`src/core/uhrs_pkg.sv`:
```
package uhrs_pkg;
    // ==========================================
    // register map
    localparam logic [7:0] HOST_COMMAND_OFS = 8'h20;
    localparam logic [7:0] HOST_STATUS_OFS = 8'h24;

    // ==========================================
    // host_command fields
    localparam int CMD_RUN_BIT = 0;
    localparam int CMD_RESET_BIT = 1;
    localparam int CMD_FLS_LSB = 2;
    localparam logic [1:0] FLS_1024 = 2'h0;
    localparam logic [1:0] FLS_512 = 2'h1;
    localparam logic [1:0] FLS_256 = 2'h2;
    localparam logic [1:0] FLS_RSVD = 2'h3;
    localparam logic [1:0] FLS_RESET = FLS_1024;
    localparam logic [10:0] ENTRIES_1024 = 11'h400;
    localparam logic [10:0] ENTRIES_512 = 11'h200;
    localparam logic [10:0] ENTRIES_256 = 11'h100;

    // ==========================================
    // host_status fields
    localparam int EVENT_BITS = 6;
    localparam int STS_HALTED_BIT = 12;
    localparam logic [EVENT_BITS-1:0] EVENTS_RESET = 6'h00;

    // ==========================================
    // timing
    localparam int CLK_PERIOD_NS = 100;
    localparam int SOFT_RESET_NS = 1600;
    localparam int SOFT_RESET_CYCLES_INT =
        (SOFT_RESET_NS + CLK_PERIOD_NS - 1) / CLK_PERIOD_NS;
    localparam logic [4:0] SOFT_RESET_CYCLES = 5'(SOFT_RESET_CYCLES_INT);

    // ==========================================
    // run/halt state, gray along halted-running-stopping
    typedef enum logic [1:0] {
        UHRS_HALTED = 2'h0,
        UHRS_RUNNING = 2'h1,
        UHRS_STOPPING = 2'h3
    } uhrs_run_t;
endpackage : uhrs_pkg

```
`src/core/uhrs_top.sv`:
```
`timescale 1ns/10ps
`default_nettype none

// Functional notes
// [RL1] code 10b gives 256; 11b refused
// [RL2] soft reset clears all internal state
// [RL3] soft reset aborts transaction in progress
// [RL4] soft reset drives no port bus reset
// [RL5] pci configuration space left untouched
// [RL6] operational and port registers reinitialised
// [RL7] port ownership returns to companion controller
// [RL8] reset bit self-clears when sequence ends
// [RL9] writing zero cannot cut reset short
// [RL10] software reprograms controller after soft reset
// [RL11] software checks halted flag before reset
// [RL12] resetting running controller is undefined
// [RL13] run set keeps schedules executing
// [RL14] run cleared: drain pipeline, halt, flag
// [RL15] software sees halted before setting run
// [RL16] status shows only interrupts and states
// [RL17] status bits clear on write one
// [RL18] status at 24h, bits 31:24 zero
// [RL19] 00b 1024 entries, 01b 512, reset 00b
// [RL20] size writable only with programmable flag
// [RL21] reset bit reads one whole sequence
module uhrs_top import uhrs_pkg::*; (
    input wire logic clock_i,
    input wire logic reset_n_i,
    input wire logic reg_wr_i,
    input wire logic reg_rd_i,
    input wire logic [7:0] reg_addr_i,
    input wire logic [31:0] reg_wdata_i,
    input wire logic programmable_list_flag_i,
    input wire logic pipeline_busy_i,
    input wire logic [EVENT_BITS-1:0] status_event_i,
    output logic [31:0] reg_rdata_o,
    output logic reg_rvalid_o,
    output logic schedule_run_o,
    output logic halted_flag_o,
    output logic [1:0] frame_list_size_o,
    output logic [10:0] frame_list_entries_o,
    output logic soft_reset_o,
    output logic transaction_abort_o,
    output logic port_owner_companion_o,
    output logic port_bus_reset_o
);

    // ==========================================
    // state
    typedef struct packed {
        logic run_stop_control;
        logic [1:0] frame_list_size;
        logic controller_soft_reset;
        logic [4:0] reset_count;
        uhrs_run_t run_state;
        logic [EVENT_BITS-1:0] events;
        logic [31:0] rdata;
        logic rvalid;
        logic abort;
        logic companion;
        logic [10:0] entries;
        logic halted;
        logic sched;
        logic bus_reset;
    } uhrs_state_t;

    localparam uhrs_state_t STATE_RESET = '{
        run_stop_control: 1'b0,
        frame_list_size: FLS_RESET,
        controller_soft_reset: 1'b0,
        reset_count: 5'h00,
        run_state: UHRS_HALTED,
        events: EVENTS_RESET,
        rdata: 32'h0000_0000,
        rvalid: 1'b0,
        abort: 1'b0,
        // companion owns the ports after any reset [RL7]
        companion: 1'b1,
        entries: ENTRIES_1024,
        halted: 1'b1,
        sched: 1'b0,
        // kept as a flop so every output is registered
        bus_reset: 1'b0
    };

    uhrs_state_t state;
    uhrs_state_t next_state;

    // ==========================================
    // next state
    always_comb begin
        logic cmd_wr;
        logic sts_wr;
        logic rst_req;
        logic fls_ok;
        logic [1:0] fls_req;
        logic [31:0] cmd_view;
        logic [31:0] sts_view;

        cmd_wr = reg_wr_i && (reg_addr_i == HOST_COMMAND_OFS);
        sts_wr = reg_wr_i && (reg_addr_i == HOST_STATUS_OFS);
        rst_req = cmd_wr && reg_wdata_i[CMD_RESET_BIT];
        fls_req = reg_wdata_i[CMD_FLS_LSB +: 2];
        // reserved code would leave the frame index width undefined [RL1]
        fls_ok = programmable_list_flag_i && (fls_req != FLS_RSVD); // [RL20]
        cmd_view = 32'h0000_0000;
        sts_view = 32'h0000_0000; // [RL18]
        next_state = state;
        next_state.abort = 1'b0;

        if (state.controller_soft_reset) begin
            // hold everything at initial values; writes of zero are ignored [RL9]
            // only operational state lives here, config space is elsewhere [RL5]
            next_state = STATE_RESET; // [RL2] [RL6]
            next_state.controller_soft_reset = 1'b1; // [RL21]
            next_state.reset_count = state.reset_count + 5'h01;
            if (state.reset_count == SOFT_RESET_CYCLES - 5'h01) begin
                next_state.controller_soft_reset = 1'b0; // [RL8]
                next_state.reset_count = 5'h00;
            end
        end else if (rst_req) begin
            // undefined if running; we simply abort and reset anyway
            next_state = STATE_RESET; // [RL2] [RL6]
            next_state.controller_soft_reset = 1'b1; // [RL21]
            // abort lasts one cycle; the drain is not waited for
            next_state.abort = 1'b1; // [RL3]
            next_state.companion = 1'b1; // [RL7]
        end else begin
            if (cmd_wr) begin
                next_state.run_stop_control = reg_wdata_i[CMD_RUN_BIT];
                if (fls_ok) begin // [RL20] [RL1]
                    next_state.frame_list_size = fls_req;
                end
            end
            // set wins over a concurrent write-one clear [RL17]
            for (int i = 0; i < EVENT_BITS; i++) begin
                if (status_event_i[i]) begin
                    next_state.events[i] = 1'b1;
                end else if (sts_wr && reg_wdata_i[i]) begin
                    next_state.events[i] = 1'b0;
                end
            end
            case (state.run_state)
                UHRS_HALTED: begin
                    if (next_state.run_stop_control) begin
                        next_state.run_state = UHRS_RUNNING; // [RL13]
                    end
                end
                UHRS_RUNNING: begin
                    if (!next_state.run_stop_control) begin
                        next_state.run_state = UHRS_STOPPING; // [RL14]
                    end
                end
                UHRS_STOPPING: begin
                    // pipeline drains before halted rises
                    // a run write while stopping waits for the halt first
                    if (!pipeline_busy_i) begin
                        next_state.run_state = UHRS_HALTED; // [RL14]
                    end
                end
                default: begin
                    next_state.run_state = UHRS_HALTED;
                end
            endcase
        end

        // flags follow run_state in the same cycle, from flops
        next_state.halted = (next_state.run_state == UHRS_HALTED); // [RL14]
        next_state.sched = (next_state.run_state != UHRS_HALTED); // [RL13]
        next_state.bus_reset = 1'b0; // [RL4]

        // entries follow the size in the same cycle
        case (next_state.frame_list_size)
            FLS_512: next_state.entries = ENTRIES_512; // [RL19]
            FLS_256: next_state.entries = ENTRIES_256; // [RL1]
            default: next_state.entries = ENTRIES_1024; // [RL19]
        endcase

        // read view; only interrupt causes and controller state appear [RL16]
        // a read in the cycle of a write returns the old value
        cmd_view[CMD_RUN_BIT] = state.run_stop_control;
        cmd_view[CMD_RESET_BIT] = state.controller_soft_reset; // [RL21]
        cmd_view[CMD_FLS_LSB +: 2] = state.frame_list_size;
        sts_view[EVENT_BITS-1:0] = state.events;
        sts_view[STS_HALTED_BIT] = state.halted;
        // reads stay valid during soft reset; unmapped offsets read zero
        next_state.rvalid = reg_rd_i;
        next_state.rdata = 32'h0000_0000;
        if (reg_rd_i) begin
            if (reg_addr_i == HOST_COMMAND_OFS) begin
                next_state.rdata = cmd_view;
            end else if (reg_addr_i == HOST_STATUS_OFS) begin
                next_state.rdata = sts_view; // [RL18]
            end
        end
    end

    // ==========================================
    // registers
    // chip reset and soft reset share one reset image
    always_ff @(posedge clock_i or negedge reset_n_i) begin
        if (!reset_n_i) begin
            state <= STATE_RESET;
        end else begin
            state <= next_state;
        end
    end

    // ==========================================
    // outputs
    assign reg_rdata_o = state.rdata;
    assign reg_rvalid_o = state.rvalid;
    assign schedule_run_o = state.sched;
    assign halted_flag_o = state.halted; // [RL14]
    assign frame_list_size_o = state.frame_list_size;
    assign frame_list_entries_o = state.entries;
    assign soft_reset_o = state.controller_soft_reset;
    assign transaction_abort_o = state.abort; // [RL3]
    assign port_owner_companion_o = state.companion; // [RL7]
    // soft reset never reaches the port reset signalling [RL4]
    assign port_bus_reset_o = state.bus_reset;

endmodule : uhrs_top

`default_nettype wire

```
`config.mk`:
```
export PLATFORM = sky130hd
export DESIGN_NAME = uhrs_top
export DESIGN_NICKNAME = d
export VERILOG_FILES = /design/src/core/uhrs_pkg.sv /design/src/core/uhrs_top.sv
export SDC_FILE = /design/constraint.sdc
export NUM_CORES = 1
export LEC_CHECK = 0
export BUFFER_PORTS_ARGS = -buffer_cell sky130_fd_sc_hd__buf_2
export CELL_PAD_IN_SITES_DETAIL_PLACEMENT = 2
export CELL_PAD_IN_SITES_GLOBAL_PLACEMENT = 2
export CORE_UTILIZATION = 25
export CTS_CLUSTER_DIAMETER = 30
export DETAILED_ROUTE_END_ITERATION = 16
export PLACE_DENSITY_LB_ADDON = 0.1
export SYNTH_ARGS = -nofsm -noshare
export SYNTH_HDL_FRONTEND = slang
export SYNTH_SLANG_ARGS = --single-unit
```
`constraint.sdc`:
```
create_clock -name clock_i -period 1.7 [get_ports clock_i]
set_input_delay 0.255 -clock clock_i [delete_from_list [all_inputs] [get_ports clock_i]]
set_output_delay 0.255 -clock clock_i [all_outputs]
set_load 0.02 [all_outputs]
```
## Word level (Yosys, flattened, before mapping)

Cells that the tools add are included.

| operators by class | value |
|---|---|
| add/subtract/negate cells | 1 |
| eq/ne operators | 8 |
| reduce and logical (&&, ||, !) cells | 20 |
| muxes and demuxes | 30 |

Operator list:

| kind | number |
|---|---|
| two-way mux 66 bit | 1 |
| two-way mux 49 bit | 1 |
| two-way mux 13 bit | 3 |
| nonzero test 4 bit | 6 |
| one-hot mux 11 bit (2 select lines) | 1 |
| == test 8 x 6 -> 1 bit (second input constant) | 2 |
| two-way mux 1 bit | 12 |
| two-way mux 3 bit | 4 |
| two-way mux 6 bit | 2 |
| logical AND 1 bit | 10 |
| two-way mux 2 bit | 4 |
| two-way mux 8 bit | 1 |
| one-hot mux 2 bit (3 select lines) | 1 |
| adder 5 x 1 -> 5 bit (second input constant) | 1 |
| == test 5 x 4 -> 1 bit (second input constant) | 1 |
| == test 2 x 1 -> 1 bit (second input constant) | 2 |
| == test 2 bit (second input constant) | 2 |
| logical NOT 2 bit | 2 |
| nonzero test 2 bit | 2 |
| inequality test 2 bit (second input constant) | 1 |

| word-level totals | value |
|---|---|
| register bits | 65 |
| input port bits | 52 |
| output and inout port bits | 52 |

## Logic depth before layout (Yosys ltp)

Gate-level depths: netlist of the first run.

| depth | value |
|---|---|
| depth after elaboration | 12 |
| mapped depth | 5 |

## Worst setup path after synthesis of the first run

No wires, ideal clock.

| timing path | value |
|---|---|
| kind | input -> register |
| start | input reg_addr_i[1] |
| end | register state (netlist bit frame_list_entries_o[10]) |
| library setup time | 83 ps |
| arrival time | 1732 ps |
| stages on the path | 4 |
| path buffers | 0 |
| slack | -115 ps |
| cells stage by stage | or4b_1 or4_1 o211a_1 ha_1 |

RTL lines:

| what | line | RTL |
|---|---|---|
| start, declared | uhrs_top.sv:31 | `input wire logic [7:0] reg_addr_i,` |
| end signal, assigned | uhrs_top.sv:205 | `state <= next_state;` |
| end, declared | uhrs_top.sv:86 | `uhrs_state_t state;` |

==> summary.txt, run 1 <==
Cells and area
  – Final Non-Filler Cells: ~320
  – # fillers: ~790
  – Area occupied by multi-input gates: roughly 790 sq um
  – Layout Area Growth over Synthesis: 20.9%
  – Reg area: a little over 800 sq um
  – Number of diodes: 0
  – Share of layout cells above drive strength 1: between 30% and 40%
  – Commonest non-fill, non-tap cell in the layout: buf_2
  – Most frequent cells in the layout: buf_2 (43), conb_1 (34), dfrtp_1 (29)
  – Final #Nets: 280

Routing
  – DR WL/cell: between 10 and 15 microns
  – Via density: between 4 and 5
  – Post-Route WL: 4780 microns
  – Initial DRT Pass Iterations: 4
  – Drt initial violations: between 60 and 70
  – Via count: 1329
  – Antenna Violating Nets Remaining: 0
  – Residual DRC: 0

Synthesis
  – Synth Area in XOR/XNOR: less than 1%
  – Adder-cell area share of the yosys netlist: 2.05%
  – Seq/Total Area, Yosys: between 40% and 50%
  – Yosys reg bits: 32
  – Mean Syn Cell Area: 10.6 sq um
  – Cell area after synthesis: between 1500 and 2000 sq um
  – Synth warnings: 0
  – Post-synth EDFFs: 0
  – Post-synthesis cell count: roughly 170
  – Multiplexer share of the synthesized area: 2.74%
  – Combinational family with the most area after synthesis: buffers and inverters
  – Top FF cell, synth: dfrtp_1
  – Synth Area in Compound Gates: 12.9%
  – Simple-gate share of the synthesized area: 15.2%
  – Post-synth ARST share: between 90% and 100%
  – Synth cell types: 42

Hold path
  – Hold crit path type: primary input to async pin

Clock network
  – Clk root buf: clkbuf_8
  – H-Tree Depth: 2
  – Clock transition at path regs: 0.07 ns
  – Hold Buf Count CTS: 0
  – Maximum clock path buffer count: 2
  – CTS tree: built
  – Total CTS buffers: 5
  – Sink Count: 32
  – Clk_lat worst skew: ~0.28 ns

Timing
  – Fmax: approximately 600 MHz
  – Setup TNS: 0 ns
  – Hold Vio Cnt, Final: 8
  – Clock skew: 0.00764 ns
  – Slew Viols, Final: 0
  – # setup viols final: 0
  – Worst hold margin: -0.00558 ns
  – Final period util: ~100%
  – Post-layout minimum cycle time: roughly 1.7 ns

Global routing
  – Global-route wire length before repair: ~7500 microns
  – Gr usage total: roughly an eighth
  – Largest net degree at the start of global routing: 33
  – Initial antenna violation count: 0
  – Overflow after GRT: 0
  – Vias in the first global route: approximately 1500

Power
  – Clock power share: 28.3%
  – Power share of the sequential group: 47.9%
  – Maximum VDD drop: around 240 uV
  – Static Leakage: 1.13 nW
  – P_int: about 1.4 mW
  – Sw Ratio: about a third
  – Switching power: approximately 0.63 mW
  – Power Total: between 1.5 and 2 mW
  – PD cells: ~900 nW/um^2
  – Comb pwr share: 23.8%

Flow run
  – Max Cap Viol: 0

Placed design
  – HPWL Detailed: 3830 microns
  – Placed cells: about 310
  – Final Wtd Congestion: slightly above 0.7
  – Port bufs: 43

Die
  – Core area: between 6000 and 7000 sq um
  – Die H: slightly below 90 microns
  – Effective utilization at floorplan: roughly a quarter
  – Core Rows: 30
  – Chip Width: approximately 88 microns
  – Die area: between 7000 and 8000 sq um
  – Io pins: between 100 and 150

Setup path
  – CP max FO: 4
  – Worst endpoint required time: 1.93 ns
  – Crit Path Class: primary input to flip-flop
  – Worst EP arrival: around 1.9 ns
  – CP Capture Type: flip-flop
  – Startpoint Class: primary input

Status
  – Outcome: finished with violations
  – Failing checks: negative hold slack
==> stage by stage <==
step                      cell area [sq um]  utilization (%)  setup WS, ns
after floorplan                        1960                -        -0.101
after detailed placement               2080             29.9        -0.331
after global placement                 2080             29.9        -0.275
after CTS                              2170             31.2      0.000534
final                                  2210             31.8       0.00794
after global routing                   2210             31.8      -0.00630
==> cell type report <==
type	instances	area share [%]
flip-flops and latches	32	36.4
multi-input cells	112	35.6
well taps	96	5.44
inverters	9	1.53
repair buffers	65	17.4
clock inverters	1	0.227
clock buffers	7	3.45
==> logic make-up after synthesis <==
kind of cell / after synthesis
flip-flops: 32
AND/OR/NAND/NOR: 39
adder cells (fa/ha/maj): 3
AO/OA/AOI/OAI: 30
XOR/XNOR: 1
buffers and inverters: 62
other: 1
multiplexers: 5
==> power by group through the flow <==
stage               clock network, mW  registers (mW)  logic (mW)
detailed placement                  0           0.962       0.473
finish                          0.560           0.948       0.472
floorplan                           0           0.985       0.327
global placement                    0           0.953       0.456
CTS                             0.589           0.950       0.477
global route                    0.613           0.964       0.520
==> critical path: stages <==
cell	delay [ns]
buf_2	0.11
or4b_4	0.58
or4_4	0.55
o211a_4	0.17
ha_4	0.26
==> state kept, by name, summed over array words and instances, names as in the netlist <==
register,flops
state,14
reg_rdata_o,7
frame_list_entries_o,3
frame_list_size_o,2
halted_flag_o,1
port_owner_companion_o,1
reg_rvalid_o,1
schedule_run_o,1
soft_reset_o,1
transaction_abort_o,1
==> cell usage after synthesis (all sizes together) (4+ instances only) <==
cell	instances	area share [%]
o31ai	8	3.3
inv	9	1.8
a21oi	7	1.9
nand2	6	1.2
nor2	7	1.4
mux2i	5	2.7
nand2b	4	1.4
buf	51	20
dfrtp	29	40
==> routing by layer <==
layer  track usage [%]  part of all wire, %
met1              14.8                   40
met2              24.4                   54
met3              2.65                  5.2
met4              3.58                 0.82
met5                 0                    0
==> path summary, 6_finish.rpt <==
kind,cells after the start,end,slack [ns],start
worst max-delay path,5,frame_list_entries_o[10]$_DFF_PN1_,0.008,reg_addr_i[6]
worst min-delay path,2,reg_rvalid_o$_DFF_PN0_,-0.006,reset_n_i
worst max register to register,4,frame_list_entries_o[10]$_DFF_PN1_,0.30,soft_reset_o$_DFF_PN0_
worst min register to register,1,port_owner_companion_o$_DFFE_PN1P_,0.49,port_owner_companion_o$_DFFE_PN1P_
max in group asynchronous,2,port_owner_companion_o$_DFFE_PN1P_,1.36,reset_n_i
min in group clock_i,1,reg_rvalid_o$_DFF_PN0_,0.12,reg_rd_i
==> what timing repair did <==
| item | CTS | global route |
|---|---|---|
| gates resized for setup | 2 | 4 |
| gates cloned | 0 | 0 |
| pin swaps | 0 | 6 |
| setup endpoints to repair | 2 | 5 |
| setup buffers | 0 | 1 |
Power figures use the tool's default switching activity.
==> run 2: changes to the inputs <==
==> config.mk (replaced) <==
export PLATFORM = sky130hd
export DESIGN_NAME = uhrs_top
export DESIGN_NICKNAME = d
export VERILOG_FILES = /design/src/core/uhrs_pkg.sv /design/src/core/uhrs_top.sv
export SDC_FILE = /design/constraint.sdc
export NUM_CORES = 1
export LEC_CHECK = 0
export BUFFER_PORTS_ARGS = -buffer_cell sky130_fd_sc_hd__buf_2
export CORE_UTILIZATION = 44
export CTS_CLUSTER_DIAMETER = 30
export DETAILED_ROUTE_END_ITERATION = 16
export PLACE_DENSITY = 0.8
export SYNTH_ARGS = -nofsm -noshare
export SYNTH_HDL_FRONTEND = slang
export SYNTH_SLANG_ARGS = --single-unit
==> summary.txt, run 2 (same netlist as run 1, synthesis figures left out) <==
Status
  – Outcome: finished clean

Placed design
  – Final Wtd Congestion: around 0.86
  – Pre-CTS setup slack: -0.259 ns
  – HPWL Detailed: approximately 2700 microns
  – Port bufs: 43
  – Placed inst area: between 2000 and 2500 sq um

Flow run
  – Max Cap Viol: 0

Power
  – Power Total: 1.99 mW
  – Maximum VDD drop: 348 uV
  – PD cells: approximately 940 nW/um^2
  – Static Leakage: ~1.1 nW

Routing
  – Antenna Violating Nets Remaining: 0
  – DR WL/cell: ~13 microns
  – Via density: 4.72
  – Residual DRC: 0
  – Drt initial violations: 81
  – Initial DRT Pass Iterations: 4
  – Post-Route WL: between 3000 and 4000 microns
  – Via count: roughly 1300

Global routing
  – Largest net degree at the start of global routing: 33
  – Vias in the first global route: between 1000 and 1500
  – Initial antenna violation count: 0
  – Gr usage total: between 10% and 20%
  – Global-route wire length before repair: 5490 microns
  – Overflow after GRT: 0

Setup path
  – Startpoint Class: primary input
  – R2r worst-path depth: 4
  – Reg2Reg Setup Slack: between 0.3 and 0.4 ns
  – Worst endpoint required time: 1.91 ns
  – CP Capture Type: flip-flop
  – Reg2reg start: soft_reset_o$_DFF_PN0_
  – Crit Path Class: primary input to flip-flop
  – Worst EP arrival: between 1.5 and 2 ns
  – R2r endpoint: state[56]$_DFF_PN0_
  – CP max FO: 4

Die
  – Die H: around 66 microns
  – Die area: 4420 sq um
  – Io pins: approximately 100
  – Core Rows: 23
  – Effective utilization at floorplan: 45.7%
  – Core area: 4000 sq um
  – Chip Width: 66.5 microns

Cells and area
  – Reg area: between 800 and 900 sq um
  – # fillers: roughly 380
  – Number of diodes: 0
  – Area occupied by multi-input gates: roughly 740 sq um
  – Post-route cell area: 2110 sq um
  – Commonest non-fill, non-tap cell in the layout: buf_2
  – Biggest register: state
  – Layout Area Growth over Synthesis: 15.3%
  – Max reg flops: 14
  – Final #Nets: about 280
  – Most frequent cells in the layout: buf_2 (43), conb_1 (34), dfrtp_1 (29)
  – Share of layout cells above drive strength 1: 36.4%

Timing
  – Hold Vio Cnt, Final: 0
  – Clock skew: ~0.0048 ns
  – Slew Viols, Final: 0
  – # setup viols final: 0
  – Post-layout minimum cycle time: between 1.5 and 2 ns
  – Final period util: approximately 98%
  – RSZ-0062 raised after global routing: no
  – Fmax: approximately 600 MHz
  – Slew HR: 52.9%
  – Worst hold margin: 0.0209 ns
  – Worst setup margin: about 0.040 ns
  – Worst-margin pin slew: 0.706 ns

Hold path
  – Hold crit path type: primary input to async pin

Clock network
  – Total setup buffers inserted after CTS: 0
  – Clk_lat worst skew: between 0.2 and 0.3 ns
  – Maximum clock path buffer count: 2
  – Hold Buf Count CTS: 0
  – Total CTS buffers: 5
  – Clock transition at path regs: around 0.07 ns
  – Resized Gates After CTS: 0
  – Clk root buf: clkbuf_8
  – Sink Count: 32
  – CTS tree: built
  – H-Tree Depth: 2
run 2: worst max-delay path by stage:
stage,from,to,cells after the start
2_1_floorplan,reg_addr_i[1],frame_list_entries_o[10]$_DFF_PN1_,4
3_3_place_gp,reg_addr_i[1],frame_list_entries_o[10]$_DFF_PN1_,5
3_5_place_dp,reg_addr_i[1],frame_list_entries_o[10]$_DFF_PN1_,5
4_1_cts,reg_addr_i[1],frame_list_entries_o[10]$_DFF_PN1_,5
5_1_grt,reg_addr_i[1],frame_list_entries_o[10]$_DFF_PN1_,5
6_report,reg_addr_i[1],frame_list_entries_o[10]$_DFF_PN1_,5
run 2: cell type report:
cell class	instances	share of cell area, %
well taps	50	2.97
inverters	9	1.60
clock buffers	8	4.27
flip-flops and latches	32	38.2
multi-input cells	112	35.3
repair buffers	64	17.7
run 2: power by group:
group | internal [mW] | switching, mW
registers | 0.879 | 0.0611
clock network | 0.330 | 0.266
logic | 0.182 | 0.269
total | 1.39 | 0.596
run 2: metrics by stage:
step,TNS (ns),util (%),std cells
final,0,52.7,275
after global placement,-1.55,50.5,267
after global routing,0,52.7,275
after CTS,0,52.7,275
after floorplan,-0.219,-,206
after detailed placement,-1.78,50.5,267
run 2: routing by layer:
metal	vias up	share of wire [%]	track usage, %
met5	-	0	0
met4	0	2.5	9.04
met3	9	5.9	4.45
met2	51	50	27.4
met1	619	42	20.3
li1	620	-	-
run 2: worst max-delay path, stage by stage:
cell and delay (ns):
buf_2 0.11, or4b_4 0.55, or4_4 0.53, o211a_1 0.16
ha_1 0.27
